File: config.mk
export PLATFORM = sky130hd
export DESIGN_NAME = rms_mode_ctrl
export DESIGN_NICKNAME = d
export VERILOG_FILES = /design/src/hw/rms_pkg.sv /design/src/hw/rms_mode_latch.sv /design/src/hw/rms_mode_ctrl.sv
export SDC_FILE = /design/constraint.sdc
export NUM_CORES = 1
export LEC_CHECK = 0
export BUFFER_PORTS_ARGS = -buffer_cell sky130_fd_sc_hd__buf_2
export CAP_MARGIN = 15
export CELL_PAD_IN_SITES_DETAIL_PLACEMENT = 1
export CELL_PAD_IN_SITES_GLOBAL_PLACEMENT = 1
export CORE_ASPECT_RATIO = 1.25
export CORE_MARGIN = 4
export CORE_UTILIZATION = 29
export CTS_BUF_LIST = sky130_fd_sc_hd__clkbuf_16
export DETAILED_ROUTE_END_ITERATION = 12
export PLACE_DENSITY = 0.84
export SLEW_MARGIN = 20
export SYNTH_ARGS = -nofsm -noshare
export SYNTH_HDL_FRONTEND = slang
export SYNTH_SLANG_ARGS = --single-unit
File: constraint.sdc
create_clock -name pclk -period 3 [get_ports pclk]
set_input_delay 0.15 -clock pclk [delete_from_list [all_inputs] [get_ports pclk]]
set_output_delay 0.15 -clock pclk [all_outputs]
set_load 0.005 [all_outputs]
File: src/hw/rms_pkg.sv
// rms_pkg: shared constants and carriers for the reset mode select block
// assumes an apb-attached register file and a core that issues bus requests
package rms_pkg;

    // operating modes, order follows the latched flag pair {special, mode_a}
    typedef enum logic [1:0]
    {
        RMS_SINGLE_CHIP,
        RMS_EXPANDED,
        RMS_BOOTSTRAP,
        RMS_TEST
    } rms_mode_type;

    // register byte offsets
    localparam logic [7:0] RMS_MODE_OFFSET   = 8'h00;
    localparam logic [7:0] RMS_STATUS_OFFSET = 8'h04;
    localparam logic [7:0] RMS_PRIV_OFFSET   = 8'h08;

    // field positions in the mode register
    localparam int RMS_MDA_BIT  = 0;
    localparam int RMS_SPECIAL_MODE_FLAG_BIT = 1;

    // status register fields
    localparam int RMS_LATCHED_LSB = 0;
    localparam int RMS_LOCK_BIT    = 2;

    // reset values
    localparam logic [7:0] RMS_PRIV_RESET = 8'h00;

    // width of the expanded address space, 64 kbytes
    localparam int RMS_ADDR_WIDTH = 16;
    localparam int RMS_DATA_WIDTH = 8;

    // one core bus request toward the external pins
    typedef struct packed
    {
        logic        valid;
        logic        write;
        logic [15:0] addr;
        logic [7:0]  wdata;
    } rms_core_req_type;

    // state of the three external bus ports
    typedef struct packed
    {
        logic [7:0] port_b;
        logic [7:0] port_f;
        logic [7:0] port_c_out;
        logic       port_c_oe;
        logic       rw_n_write;
    } rms_ext_bus_type;

endpackage

File: src/hw/rms_mode_latch.sv
// rms_mode_latch: captures the two mode pins once, right after reset release
// assumes mode pins are synchronous to pclk and stable around the release
`timescale 1ns/1ns
module rms_mode_latch
    import rms_pkg::*;
(
    input  wire logic         pclk,
    input  wire logic         presetn,
    input  wire logic         mode_select_a_pin,
    input  wire logic         mode_select_b_pin,
    output rms_pkg::rms_mode_type latched_mode,
    output logic              latched_valid
);

    // the capture happens at the first edge after release; async reset takes constants only
    always_ff @(posedge pclk or negedge presetn)
    begin
        if (!presetn)
        begin
            latched_mode  <= RMS_SINGLE_CHIP;
            latched_valid <= 1'b0;
        end
        else if (!latched_valid)
        begin
            latched_valid <= 1'b1;
            // special flag is set when b is low, mode_a flag follows a
            latched_mode  <= rms_mode_type'({~mode_select_b_pin, mode_select_a_pin});
        end
    end

endmodule

File: src/hw/rms_mode_ctrl.sv
// rms_mode_ctrl: operating mode selection and external bus port steering
// Behaviour
// mode pins sampled at reset choose among two normal and two special modes
// sampled pins set special-mode and mode-a flags in the mode register
// a/b 0/1 single, 1/1 expanded, 0/0 bootstrap, 1/0 test
// bootstrap mode fetches every vector from bootstrap rom
// test mode runs expanded bus and enables internal test functions
// privileged control bits writable only in special modes
// single chip gives address and data pins to ports
// single chip holds read/write output high
// expanded mode addresses a 64 kbyte space externally
// expanded space also covers internal ram, rom and registers
// expanded mode drives upper address on port b, lower on port f
// port c carries data; external memory drives only on reads
// read/write output marks each transfer direction
// software may switch modes by writing the two flags
// once special flag is written zero it stays zero until reset
// mode pins latched at reset release and ignored afterwards
// assumes an apb master on the register side and the cpu core on core_req
//
// Decided for this implementation: the placing of the registers and register access over APB.
`timescale 1ns/1ns
module rms_mode_ctrl
    import rms_pkg::*;
#(
    parameter int ADDR_WIDTH = RMS_ADDR_WIDTH
)
(
    input  wire logic                 pclk,
    input  wire logic                 presetn,
    input  wire logic                 mode_select_a_pin,
    input  wire logic                 mode_select_b_pin,
    input  wire logic                 psel,
    input  wire logic                 penable,
    input  wire logic                 pwrite,
    input  wire logic [7:0]           paddr,
    input  wire logic [31:0]          pwdata,
    output logic [31:0]               prdata,
    output logic                      pready,
    output logic                      pslverr,
    input  rms_pkg::rms_core_req_type core_req,
    input  wire logic                 core_req_internal,
    input  wire logic [7:0]           port_c_in,
    output logic [7:0]                core_rdata,
    output rms_pkg::rms_ext_bus_type  ext_bus,
    output logic                      ext_bus_enable,
    output logic                      boot_vector_select,
    output logic                      test_functions_enable,
    output logic [7:0]                privileged_bits,
    output rms_pkg::rms_mode_type     current_mode
);
    import rms_pkg::*;

    rms_mode_type latched_mode;
    logic         latched_valid;
    logic         latched_valid_d_reg;
    logic         special_mode_flag_reg;
    logic         mode_a_select_flag_reg;
    logic         special_mode_flag_locked_reg;
    logic [7:0]   priv_reg;
    logic         apb_access;
    logic         apb_write;
    logic         special_mode;
    logic         expanded_bus;
    logic         ext_cycle;

    // pins are caught once; later pin changes never reach the flags
    rms_mode_latch u_latch
    (
        .pclk              (pclk),
        .presetn           (presetn),
        .mode_select_a_pin (mode_select_a_pin),
        .mode_select_b_pin (mode_select_b_pin),
        .latched_mode      (latched_mode),
        .latched_valid     (latched_valid)
    );

    // zero-wait apb slave: access phase completes in its first cycle
    assign apb_access   = psel && penable;
    assign apb_write    = apb_access && pwrite;
    assign special_mode = special_mode_flag_reg;
    assign expanded_bus = mode_a_select_flag_reg; // test and expanded both have mode_a set
    assign ext_cycle    = expanded_bus && core_req.valid && !core_req_internal;

    // delayed capture flag so the flags load exactly once after the latch fills
    always_ff @(posedge pclk or negedge presetn)
    begin
        if (!presetn)
            latched_valid_d_reg <= 1'b0;
        else
            latched_valid_d_reg <= latched_valid;
    end

    // mode flags: loaded from pins once, then under software control
    always_ff @(posedge pclk or negedge presetn)
    begin
        if (!presetn)
        begin
            special_mode_flag_reg  <= 1'b0;
            mode_a_select_flag_reg <= 1'b0;
        end
        else if (latched_valid && !latched_valid_d_reg)
        begin
            special_mode_flag_reg  <= latched_mode[1];
            mode_a_select_flag_reg <= latched_mode[0];
        end
        else if (apb_write && paddr == RMS_MODE_OFFSET)
        begin
            // software may only clear the flag; a set would hand normal code the privileged bits
            special_mode_flag_reg  <= pwdata[RMS_SPECIAL_MODE_FLAG_BIT] && special_mode_flag_reg;
            mode_a_select_flag_reg <= pwdata[RMS_MDA_BIT];
        end
    end

    // lock sets when software clears the special flag; only reset releases it
    always_ff @(posedge pclk or negedge presetn)
    begin
        if (!presetn)
            special_mode_flag_locked_reg <= 1'b0;
        else if (latched_valid_d_reg && apb_write && paddr == RMS_MODE_OFFSET && !pwdata[RMS_SPECIAL_MODE_FLAG_BIT])
            special_mode_flag_locked_reg <= 1'b1;
    end

    // privileged bits ignore writes outside special modes
    always_ff @(posedge pclk or negedge presetn)
    begin
        if (!presetn)
            priv_reg <= RMS_PRIV_RESET;
        else if (apb_write && paddr == RMS_PRIV_OFFSET && special_mode)
            priv_reg <= pwdata[7:0];
    end

    // read mux and answer; unmapped addresses raise pslverr
    always_ff @(posedge pclk or negedge presetn)
    begin
        if (!presetn)
        begin
            prdata  <= 32'h0000_0000;
            pready  <= 1'b0;
            pslverr <= 1'b0;
        end
        else
        begin
            pready  <= psel && !penable;
            pslverr <= 1'b0;
            prdata  <= 32'h0000_0000;
            if (psel && !penable)
            begin
                if (paddr == RMS_MODE_OFFSET)
                    prdata <= {30'h0000_0000, special_mode_flag_reg, mode_a_select_flag_reg};
                else if (paddr == RMS_STATUS_OFFSET)
                    prdata <= {29'h0000_0000, special_mode_flag_locked_reg, latched_mode};
                else if (paddr == RMS_PRIV_OFFSET)
                    prdata <= {24'h00_0000, priv_reg};
                else
                    pslverr <= 1'b1;
            end
        end
    end

    // external bus pins: ports in single chip, address/data bus when expanded
    always_ff @(posedge pclk or negedge presetn)
    begin
        if (!presetn)
        begin
            ext_bus.port_b     <= 8'h00;
            ext_bus.port_f     <= 8'h00;
            ext_bus.port_c_out <= 8'h00;
            ext_bus.port_c_oe  <= 1'b0;
            ext_bus.rw_n_write <= 1'b1;
        end
        else if (!expanded_bus)
        begin
            // pins belong to port logic; read/write parks high for a clean mode change
            ext_bus.port_b     <= 8'h00;
            ext_bus.port_f     <= 8'h00;
            ext_bus.port_c_out <= 8'h00;
            ext_bus.port_c_oe  <= 1'b0;
            ext_bus.rw_n_write <= 1'b1;
        end
        else if (ext_cycle)
        begin
            ext_bus.port_b     <= core_req.addr[ADDR_WIDTH-1:ADDR_WIDTH-8];
            ext_bus.port_f     <= core_req.addr[7:0];
            ext_bus.port_c_out <= core_req.wdata;
            ext_bus.port_c_oe  <= core_req.write;
            ext_bus.rw_n_write <= !core_req.write;
        end
        else
        begin
            // idle: release data bus, show read so memory may not collide
            ext_bus.port_c_oe  <= 1'b0;
            ext_bus.rw_n_write <= 1'b1;
        end
    end

    // read data captured from port c one cycle after a read is issued
    always_ff @(posedge pclk or negedge presetn)
    begin
        if (!presetn)
            core_rdata <= 8'h00;
        else if (expanded_bus && ext_bus.rw_n_write && !ext_bus.port_c_oe)
            core_rdata <= port_c_in;
    end

    // mode-derived status outputs
    always_ff @(posedge pclk or negedge presetn)
    begin
        if (!presetn)
        begin
            ext_bus_enable        <= 1'b0;
            boot_vector_select    <= 1'b0;
            test_functions_enable <= 1'b0;
            privileged_bits       <= RMS_PRIV_RESET;
            current_mode          <= RMS_SINGLE_CHIP;
        end
        else
        begin
            // internal ram, rom and registers stay in the map; the core flags them internal
            ext_bus_enable        <= expanded_bus;
            boot_vector_select    <= special_mode && !mode_a_select_flag_reg;
            test_functions_enable <= special_mode && mode_a_select_flag_reg;
            privileged_bits       <= priv_reg;
            current_mode          <= rms_mode_type'({special_mode_flag_reg, mode_a_select_flag_reg});
        end
    end

    // flags follow the pins right after the one-time load
    property p_flags_from_pins;
        @(posedge pclk) disable iff (!presetn)
        (latched_valid && !latched_valid_d_reg) |=>
            ({special_mode_flag_reg, mode_a_select_flag_reg} == $past(latched_mode));
    endproperty
    a_flags_from_pins: assert property (p_flags_from_pins) else $error("flags differ from latched pins");

    property p_lock_holds;
        @(posedge pclk) disable iff (!presetn)
        special_mode_flag_locked_reg |-> !special_mode_flag_reg;
    endproperty
    a_lock_holds: assert property (p_lock_holds) else $error("special flag set after lock");

    property p_priv_guard;
        @(posedge pclk) disable iff (!presetn)
        !special_mode |=> (priv_reg == $past(priv_reg));
    endproperty
    a_priv_guard: assert property (p_priv_guard) else $error("privileged bits changed in normal mode");

    property p_single_rw_high;
        @(posedge pclk) disable iff (!presetn)
        (!expanded_bus) |=> (ext_bus.rw_n_write && !ext_bus.port_c_oe);
    endproperty
    a_single_rw_high: assert property (p_single_rw_high) else $error("read/write low in single chip");

    property p_addr_split;
        @(posedge pclk) disable iff (!presetn)
        ext_cycle |=> ({ext_bus.port_b, ext_bus.port_f} == $past(core_req.addr));
    endproperty
    a_addr_split: assert property (p_addr_split) else $error("address not on ports b and f");

    property p_drive_on_write;
        @(posedge pclk) disable iff (!presetn)
        ext_bus.port_c_oe |-> !ext_bus.rw_n_write;
    endproperty
    a_drive_on_write: assert property (p_drive_on_write) else $error("data driven during read");

    property p_boot_vectors;
        @(posedge pclk) disable iff (!presetn)
        (special_mode && !mode_a_select_flag_reg) |=> boot_vector_select;
    endproperty
    a_boot_vectors: assert property (p_boot_vectors) else $error("bootstrap vectors not selected");

    property p_test_funcs;
        @(posedge pclk) disable iff (!presetn)
        (special_mode && mode_a_select_flag_reg) |=> (test_functions_enable && ext_bus_enable);
    endproperty
    a_test_funcs: assert property (p_test_funcs) else $error("test mode missing bus or test enable");

    property p_pins_ignored;
        @(posedge pclk) disable iff (!presetn)
        latched_valid_d_reg |=> $stable(latched_mode);
    endproperty
    a_pins_ignored: assert property (p_pins_ignored) else $error("latched mode changed after reset");

    // a cleared special flag stays cleared until the next reset
    property p_special_mode_flag_clear_only;
        @(posedge pclk) disable iff (!presetn)
        (latched_valid_d_reg && !special_mode_flag_reg) |=> !special_mode_flag_reg;
    endproperty
    a_special_mode_flag_clear_only: assert property (p_special_mode_flag_clear_only) else $error("special flag set again");

    // single chip leaves the address ports to port logic
    property p_single_ports_idle;
        @(posedge pclk) disable iff (!presetn)
        (!expanded_bus) |=> (ext_bus.port_b == 8'h00 && ext_bus.port_f == 8'h00);
    endproperty
    a_single_ports_idle: assert property (p_single_ports_idle) else $error("address ports busy in single chip");

    // internal hits never start an external cycle
    property p_internal_no_drive;
        @(posedge pclk) disable iff (!presetn)
        (expanded_bus && core_req.valid && core_req_internal) |=>
            (!ext_bus.port_c_oe && ext_bus.rw_n_write);
    endproperty
    a_internal_no_drive: assert property (p_internal_no_drive) else $error("external cycle for internal hit");

    // a write puts its data on port c
    property p_write_drives;
        @(posedge pclk) disable iff (!presetn)
        (ext_cycle && core_req.write) |=>
            (ext_bus.port_c_oe && ext_bus.port_c_out == $past(core_req.wdata));
    endproperty
    a_write_drives: assert property (p_write_drives) else $error("write data not driven");

    // a read leaves port c to the memory and shows read
    property p_read_releases;
        @(posedge pclk) disable iff (!presetn)
        (ext_cycle && !core_req.write) |=> (!ext_bus.port_c_oe && ext_bus.rw_n_write);
    endproperty
    a_read_releases: assert property (p_read_releases) else $error("data bus held during read");

    // reported mode follows the two flags one edge later
    property p_mode_report;
        @(posedge pclk) disable iff (!presetn)
        latched_valid_d_reg |=>
            (current_mode == $past({special_mode_flag_reg, mode_a_select_flag_reg}));
    endproperty
    a_mode_report: assert property (p_mode_report) else $error("reported mode differs from flags");

    // external bus enable tracks the mode_a flag
    property p_ext_enable;
        @(posedge pclk) disable iff (!presetn)
        latched_valid_d_reg |=> (ext_bus_enable == $past(mode_a_select_flag_reg));
    endproperty
    a_ext_enable: assert property (p_ext_enable) else $error("bus enable differs from mode flag");

    // the privileged copy on the output follows the register
    property p_priv_copy;
        @(posedge pclk) disable iff (!presetn)
        latched_valid_d_reg |=> (privileged_bits == $past(priv_reg));
    endproperty
    a_priv_copy: assert property (p_priv_copy) else $error("privileged output differs");

    // normal modes never show bootstrap vectors or test functions
    property p_normal_no_special;
        @(posedge pclk) disable iff (!presetn)
        (!special_mode) |=> (!boot_vector_select && !test_functions_enable);
    endproperty
    a_normal_no_special: assert property (p_normal_no_special) else $error("special output in normal mode");

    // zero wait states: every setup is answered in the first access cycle
    property p_pready_answer;
        @(posedge pclk) disable iff (!presetn)
        (psel && !penable) |=> pready;
    endproperty
    a_pready_answer: assert property (p_pready_answer) else $error("no ready in first access cycle");

endmodule

# Yosys cells after proc, flatten, opt, wreduce, memory -nomap -nowiden
# Cells that the tools add are included.
totals:
  ff_bits: 96
op_classes:
  eq_ne: 3
  mux: 15
  bitwise_logic: 1
  n_reduce_logical: 26
op_table:
  columns: ["operator", "count"]
  rows:
  - ["8-bit two-way mux", 4]
  - ["26-bit two-way mux", 1]
  - ["24-bit two-way mux", 1]
  - ["1-bit logical AND", 17]
  - ["8-bit by 3-bit == test with 1-bit output (second input constant)", 1]
  - ["8-bit by 4-bit == test with 1-bit output (second input constant)", 1]
  - ["8-bit logical NOT", 1]
  - ["1-bit two-way mux", 8]
  - ["1-bit logical NOT", 7]
  - ["2-bit two-way mux", 1]
  - ["2-bit by 1-bit != test with 1-bit output (second input constant)", 1]
  - ["2-bit nonzero test", 1]
  - ["1-bit NOT", 1]

# Depth between registers and ports, before layout
depth:
  depth_word: 5
  depth_mapped: 6
  ltp_nobuf: 4

# Modules after synthesis
# Synthesis repeated with hierarchy kept, for this count alone.
unflattened:
  cells_unflattened: 247
  area_unflattened_um2: 2830.2
modules_own_cells:
  columns: ["mod", "n_inst", "cells_per_inst", "area_per_inst_um2", "seq_area_each_um2"]
  rows:
  - ["rms_mode_ctrl", 1, 240, 2727.6, 1702.9]
  - ["rms_mode_latch", 1, 7, 102.6, 75.1]

# Worst setup path before layout
# No wires, ideal clock.
synth_path:
  path_kind: "input-to-reg"
  start: "input port paddr[1]"
  end: "register priv_reg[0]"
  setup_time_ps: 125
  t_arrival_ps: 1250
  required_time_ps: 2875
  setup_slack_ps: 1625
  stages: 4
  cell_sequence: "nor4_4 nand2_2 nor3_4 mux2_2"
synth_between:
  elab_chain_len: 3
synth_rtl:
  columns: ["element", "line_no", "source"]
  rows:
  - ["start, declared", "rms_mode_ctrl.sv:36", "input wire logic [7:0] paddr,"]
  - ["8-bit by 4-bit == test with 1-bit output", "rms_mode_ctrl.sv:129", "else if (apb_write && paddr == RMS_PRIV_OFFSET && special_mode)"]
  - ["1-bit logical AND (2 in series)", "rms_mode_ctrl.sv:129", null]
  - ["end signal, assigned", "rms_mode_ctrl.sv:130", "priv_reg <= pwdata[7:0];"]
  - ["end, declared", "rms_mode_ctrl.sv:60", "logic [7:0] priv_reg;"]
# Every way passes these cells.
# A chain may end at the register's enable or synchronous reset.

# Worst setup path after layout
layout_path:
  start: "register mode_a_select_flag_reg, in the netlist expanded_bus"
  end: "register ext_bus[14] (netlist bit)"
layout_between:
  elab_chain_len: 3
layout_rtl:
  columns: ["element", "line_no", "source"]
  rows:
  - ["start, declared", "rms_mode_ctrl.sv:58", "logic mode_a_select_flag_reg;"]
  - ["start signal, assigned", "rms_mode_ctrl.sv:105", "mode_a_select_flag_reg <= latched_mode[0];"]
  - ["start signal, assigned", "rms_mode_ctrl.sv:111", "mode_a_select_flag_reg <= pwdata[RMS_MDA_BIT];"]
  - ["1-bit logical AND (2 in series)", "rms_mode_ctrl.sv:83", "assign ext_cycle = expanded_bus && core_req.valid && !core_req_internal;"]
  - ["2-bit by 1-bit != test with 1-bit output (no source line)", null, null]
  - ["end, declared", "rms_mode_ctrl.sv:45", "output rms_pkg::rms_ext_bus_type ext_bus,"]
# Several ways; a longest one is shown, not always the timed one.

==> metrics.md <==
| Metric | Value |
|---|---|
| Status | finished, final reports clean |
| Number of remaining DRC errors | 0 |
| Wire length of the first global-routing pass | 10,900 um |
| Sequential area share after synthesis | 0.632 |
| Total leakage power | 1.98 nW |
| Clock root buffer | sky130_fd_sc_hd__clkbuf_16 |
| Count of hold buffers inserted by post-cts repair | 3 |
| Syn Std Cell Area | 0.00281 mm2 |
| Via total after detailed routing | 2,091 |
| Hold Vio Cnt, Final | 0 |
| Clock latency on the worst-skew pair | 0.33 ns |
| Flop and latch count out of synthesis | 71 |
| Highest clock rate | 0.622 GHz |
| DRT Pass-1 Iters | 4 |
| Reg with most FFs | ext_bus |
| Final Cycle Share | 0.536 |
| Sink Count | 71 |
| Remaining antenna violation count after routing | 0 |
| Clock period minus final worst setup slack | 1.61 ns |
| PD cells | 617 mW/mm2 |
| Per-instance average area after synthesis | 11.5 um2 |
| Startpoint type of the worst setup path | flip-flop |
| Type of destination of the critical path | flip-flop |
| Vias in the first global route | 2,331 |
| Top-Level Pins | 163 |
| Critical path peak fanout | 49 |
| Share of the synthesized area in the top cell type | 0.622 |
| Input/output buffers | 114 |
| Class of the most critical setup path | flip-flop to flip-flop |
| Global placer's final weighted congestion | 0.767 |
| Syn-to-layout area delta | 32.9% |
| Routed length per placed instance | 13.8 um |
| Post-Layout Cell Count | 493 |
| Final setup violation count | 0 |
| Power after layout | 2.31 mW |
| Core region area | 0.00932 mm2 |
| Share of final-layout standard cells stronger than drive strength 1 | 0.424 |
| Async set-reset flop share out of synthesis | 1.00 |
| TritonCTS buffer count | 9 |
| Total number of placement rows | 39 |
| Detailed-route vias per instance | 4.24 |
| Layout filler cell count | 1,095 |
| Clock-pin slew of the registers on the worst-case setup and hold paths | 0.06 ns |
| Arrival time at the worst endpoint | 1.80 ns |
| Critical path required time | 3.19 ns |
| Cells after synthesis | 244 |
| Count of pins over their slew limit | 0 |
| Antenna violations before repair | 0 |
| Number of DRC markers after the initial detailed-route iteration | 43 |
| Worst vdd ir | 0.000232 V |
| Most common cell in the netlist | sky130_fd_sc_hd__dfrtp_1 |
| Antenna Cells | 0 |
| Worst-case clock buffer depth | 2 |
| Most used DFF post-synth | sky130_fd_sc_hd__dfrtp_1 |
| Synth cell count leaders | 70 x sky130_fd_sc_hd__dfrtp_1, 51 x sky130_fd_sc_hd__nand2_1, 25 x sky130_fd_sc_hd__buf_4 |
| Sum Neg Setup Slack | 0 ns |
| Worst Hold Class | input port to flip-flop |
| Post-layout nets | 447 |
| All-layer global routing usage | 0.124 |
| Transition time at the pin with the least slew margin | 0.535 ns |
| Buffer count from post-CTS setup fixing | 0 |
| Die footprint | 0.0114 mm2 |
| Initial Util | 0.302 |
| Post-synthesis cell type with the largest combined area | sky130_fd_sc_hd__dfrtp_1 |
| Synth warnings | 0 |
| Layout Skew | 0.00436 ns |
| Worst hold slack across all endpoints | 0.0197 ns |
| Worst rel slew slack | 0.643 |
| Max FFs per register | 26 |
| Total congestion overflow | 0 |
| Distinct cell type count of the synthesized netlist | 28 |
| # resized after CTS | 0 |
| Count of flip-flops with a built-in enable after synthesis | 0 |
| Largest net degree at the start of global routing | 50 |
| Cells taking the most area after synthesis | sky130_fd_sc_hd__dfrtp_1 62%, sky130_fd_sc_hd__nand2_1 6.8%, sky130_fd_sc_hd__mux2_2 6.8% |
| Die Y | 118 um |
| Placed Cells | 474 |
| Unrepaired setup endpoints after global routing | no |
| Post-detail-place hpwl | 5270 um |
| Routed Wire Length | 6810 um |
| Clock H-tree levels | 3 |
| Die W | 96.1 um |
| Max-Cap Viols | 0 |
| CTS tree | built |
## per-stage QoR
stage	cell area, um2	setup WS [ns]	util
2_1_floorplan	2900	1.63	-
3_3_place_gp	3430	1.38	0.368
3_5_place_dp	3430	1.36	0.368
4_1_cts	3740	1.38	0.401
5_1_grt	3740	1.16	0.401
6_report	3740	1.39	0.401
## layer usage
metal	up-vias	part of all wire	track usage
met3	11	0.086	0.0407
met2	96	0.53	0.219
met4	0	0.021	0.0525
met1	998	0.37	0.131
li1	986	-	-
met5	-	0	0
## critical path: stages, from the launching register on
cell and delay [ns]:
sky130_fd_sc_hd__dfrtp_1 0.67, sky130_fd_sc_hd__nand2_1 0.13, sky130_fd_sc_hd__nor2_2 0.11, sky130_fd_sc_hd__buf_4 0.38, sky130_fd_sc_hd__o21ai_0 0.17
## cells in the final DEF, fill, tap and decap left out, types with 2 or more instances in the layout
master / Yosys / routed
sky130_fd_sc_hd__buf_2: 1 / 114
sky130_fd_sc_hd__dfrtp_1: 70 / 70
sky130_fd_sc_hd__nand2_1: 51 / 51
sky130_fd_sc_hd__conb_1: 2 / 25
sky130_fd_sc_hd__o21ai_0: 24 / 24
sky130_fd_sc_hd__mux2_2: 17 / 17
sky130_fd_sc_hd__clkbuf_16: 0 / 9
sky130_fd_sc_hd__nor2_1: 8 / 7
sky130_fd_sc_hd__and2_1: 7 / 7
sky130_fd_sc_hd__inv_1: 4 / 5
sky130_fd_sc_hd__mux2i_1: 5 / 5
sky130_fd_sc_hd__nor2b_1: 4 / 4
sky130_fd_sc_hd__a21oi_1: 4 / 4
sky130_fd_sc_hd__buf_4: 25 / 4
sky130_fd_sc_hd__dlygate4sd3_1: 0 / 3
sky130_fd_sc_hd__nand3_1: 2 / 2
sky130_fd_sc_hd__clkinvlp_4: 0 / 2
sky130_fd_sc_hd__clkinv_4: 0 / 2
## kinds of logic (layout without fill, tap and decap cells)
kind of cell           count (synthesis)  count (layout)  share of synthesized area
AND/OR/NAND/NOR                       79              79                      0.134
AO/OA/AOI/OAI                         32              32                     0.0605
flip-flops                            71              71                      0.632
multiplexers                          22              22                     0.0858
other                                  2              25                    0.00267
buffers and inverters                 38             141                     0.0849
## power breakdown
| part | internal, mW | switching, mW |
|---|---|---|
| combinational | 0.130 | 0.135 |
| clock | 0.560 | 0.402 |
| sequential | 1.03 | 0.0484 |
## path summary, 6_finish.rpt
path,from,to,slack (ns),cells past startpoint
max in group asynchronous,presetn,ext_bus[0],1.88,3
worst min-delay path,penable,pready,0.02,2
worst max register to register,expanded_bus,ext_bus[14],1.39,4
min in group asynchronous,presetn,privileged_bits[3],0.31,2
worst max-delay path,expanded_bus,ext_bus[14],1.39,4
worst min register to register,priv_reg[7],privileged_bits[7],0.39,0
## final cells by class
class,instances,area (um2),share of cell area
clock buffer,9,225,0.0602
clock inverter,7,50.0,0.0134
inverter,4,15.0,0.00402
multi-input combinational,158,886,0.237
sequential,71,1780,0.476
tap,123,154,0.0412
timing repair buffer,121,631,0.169
Note: power is estimated with default switching activity, not from simulation.
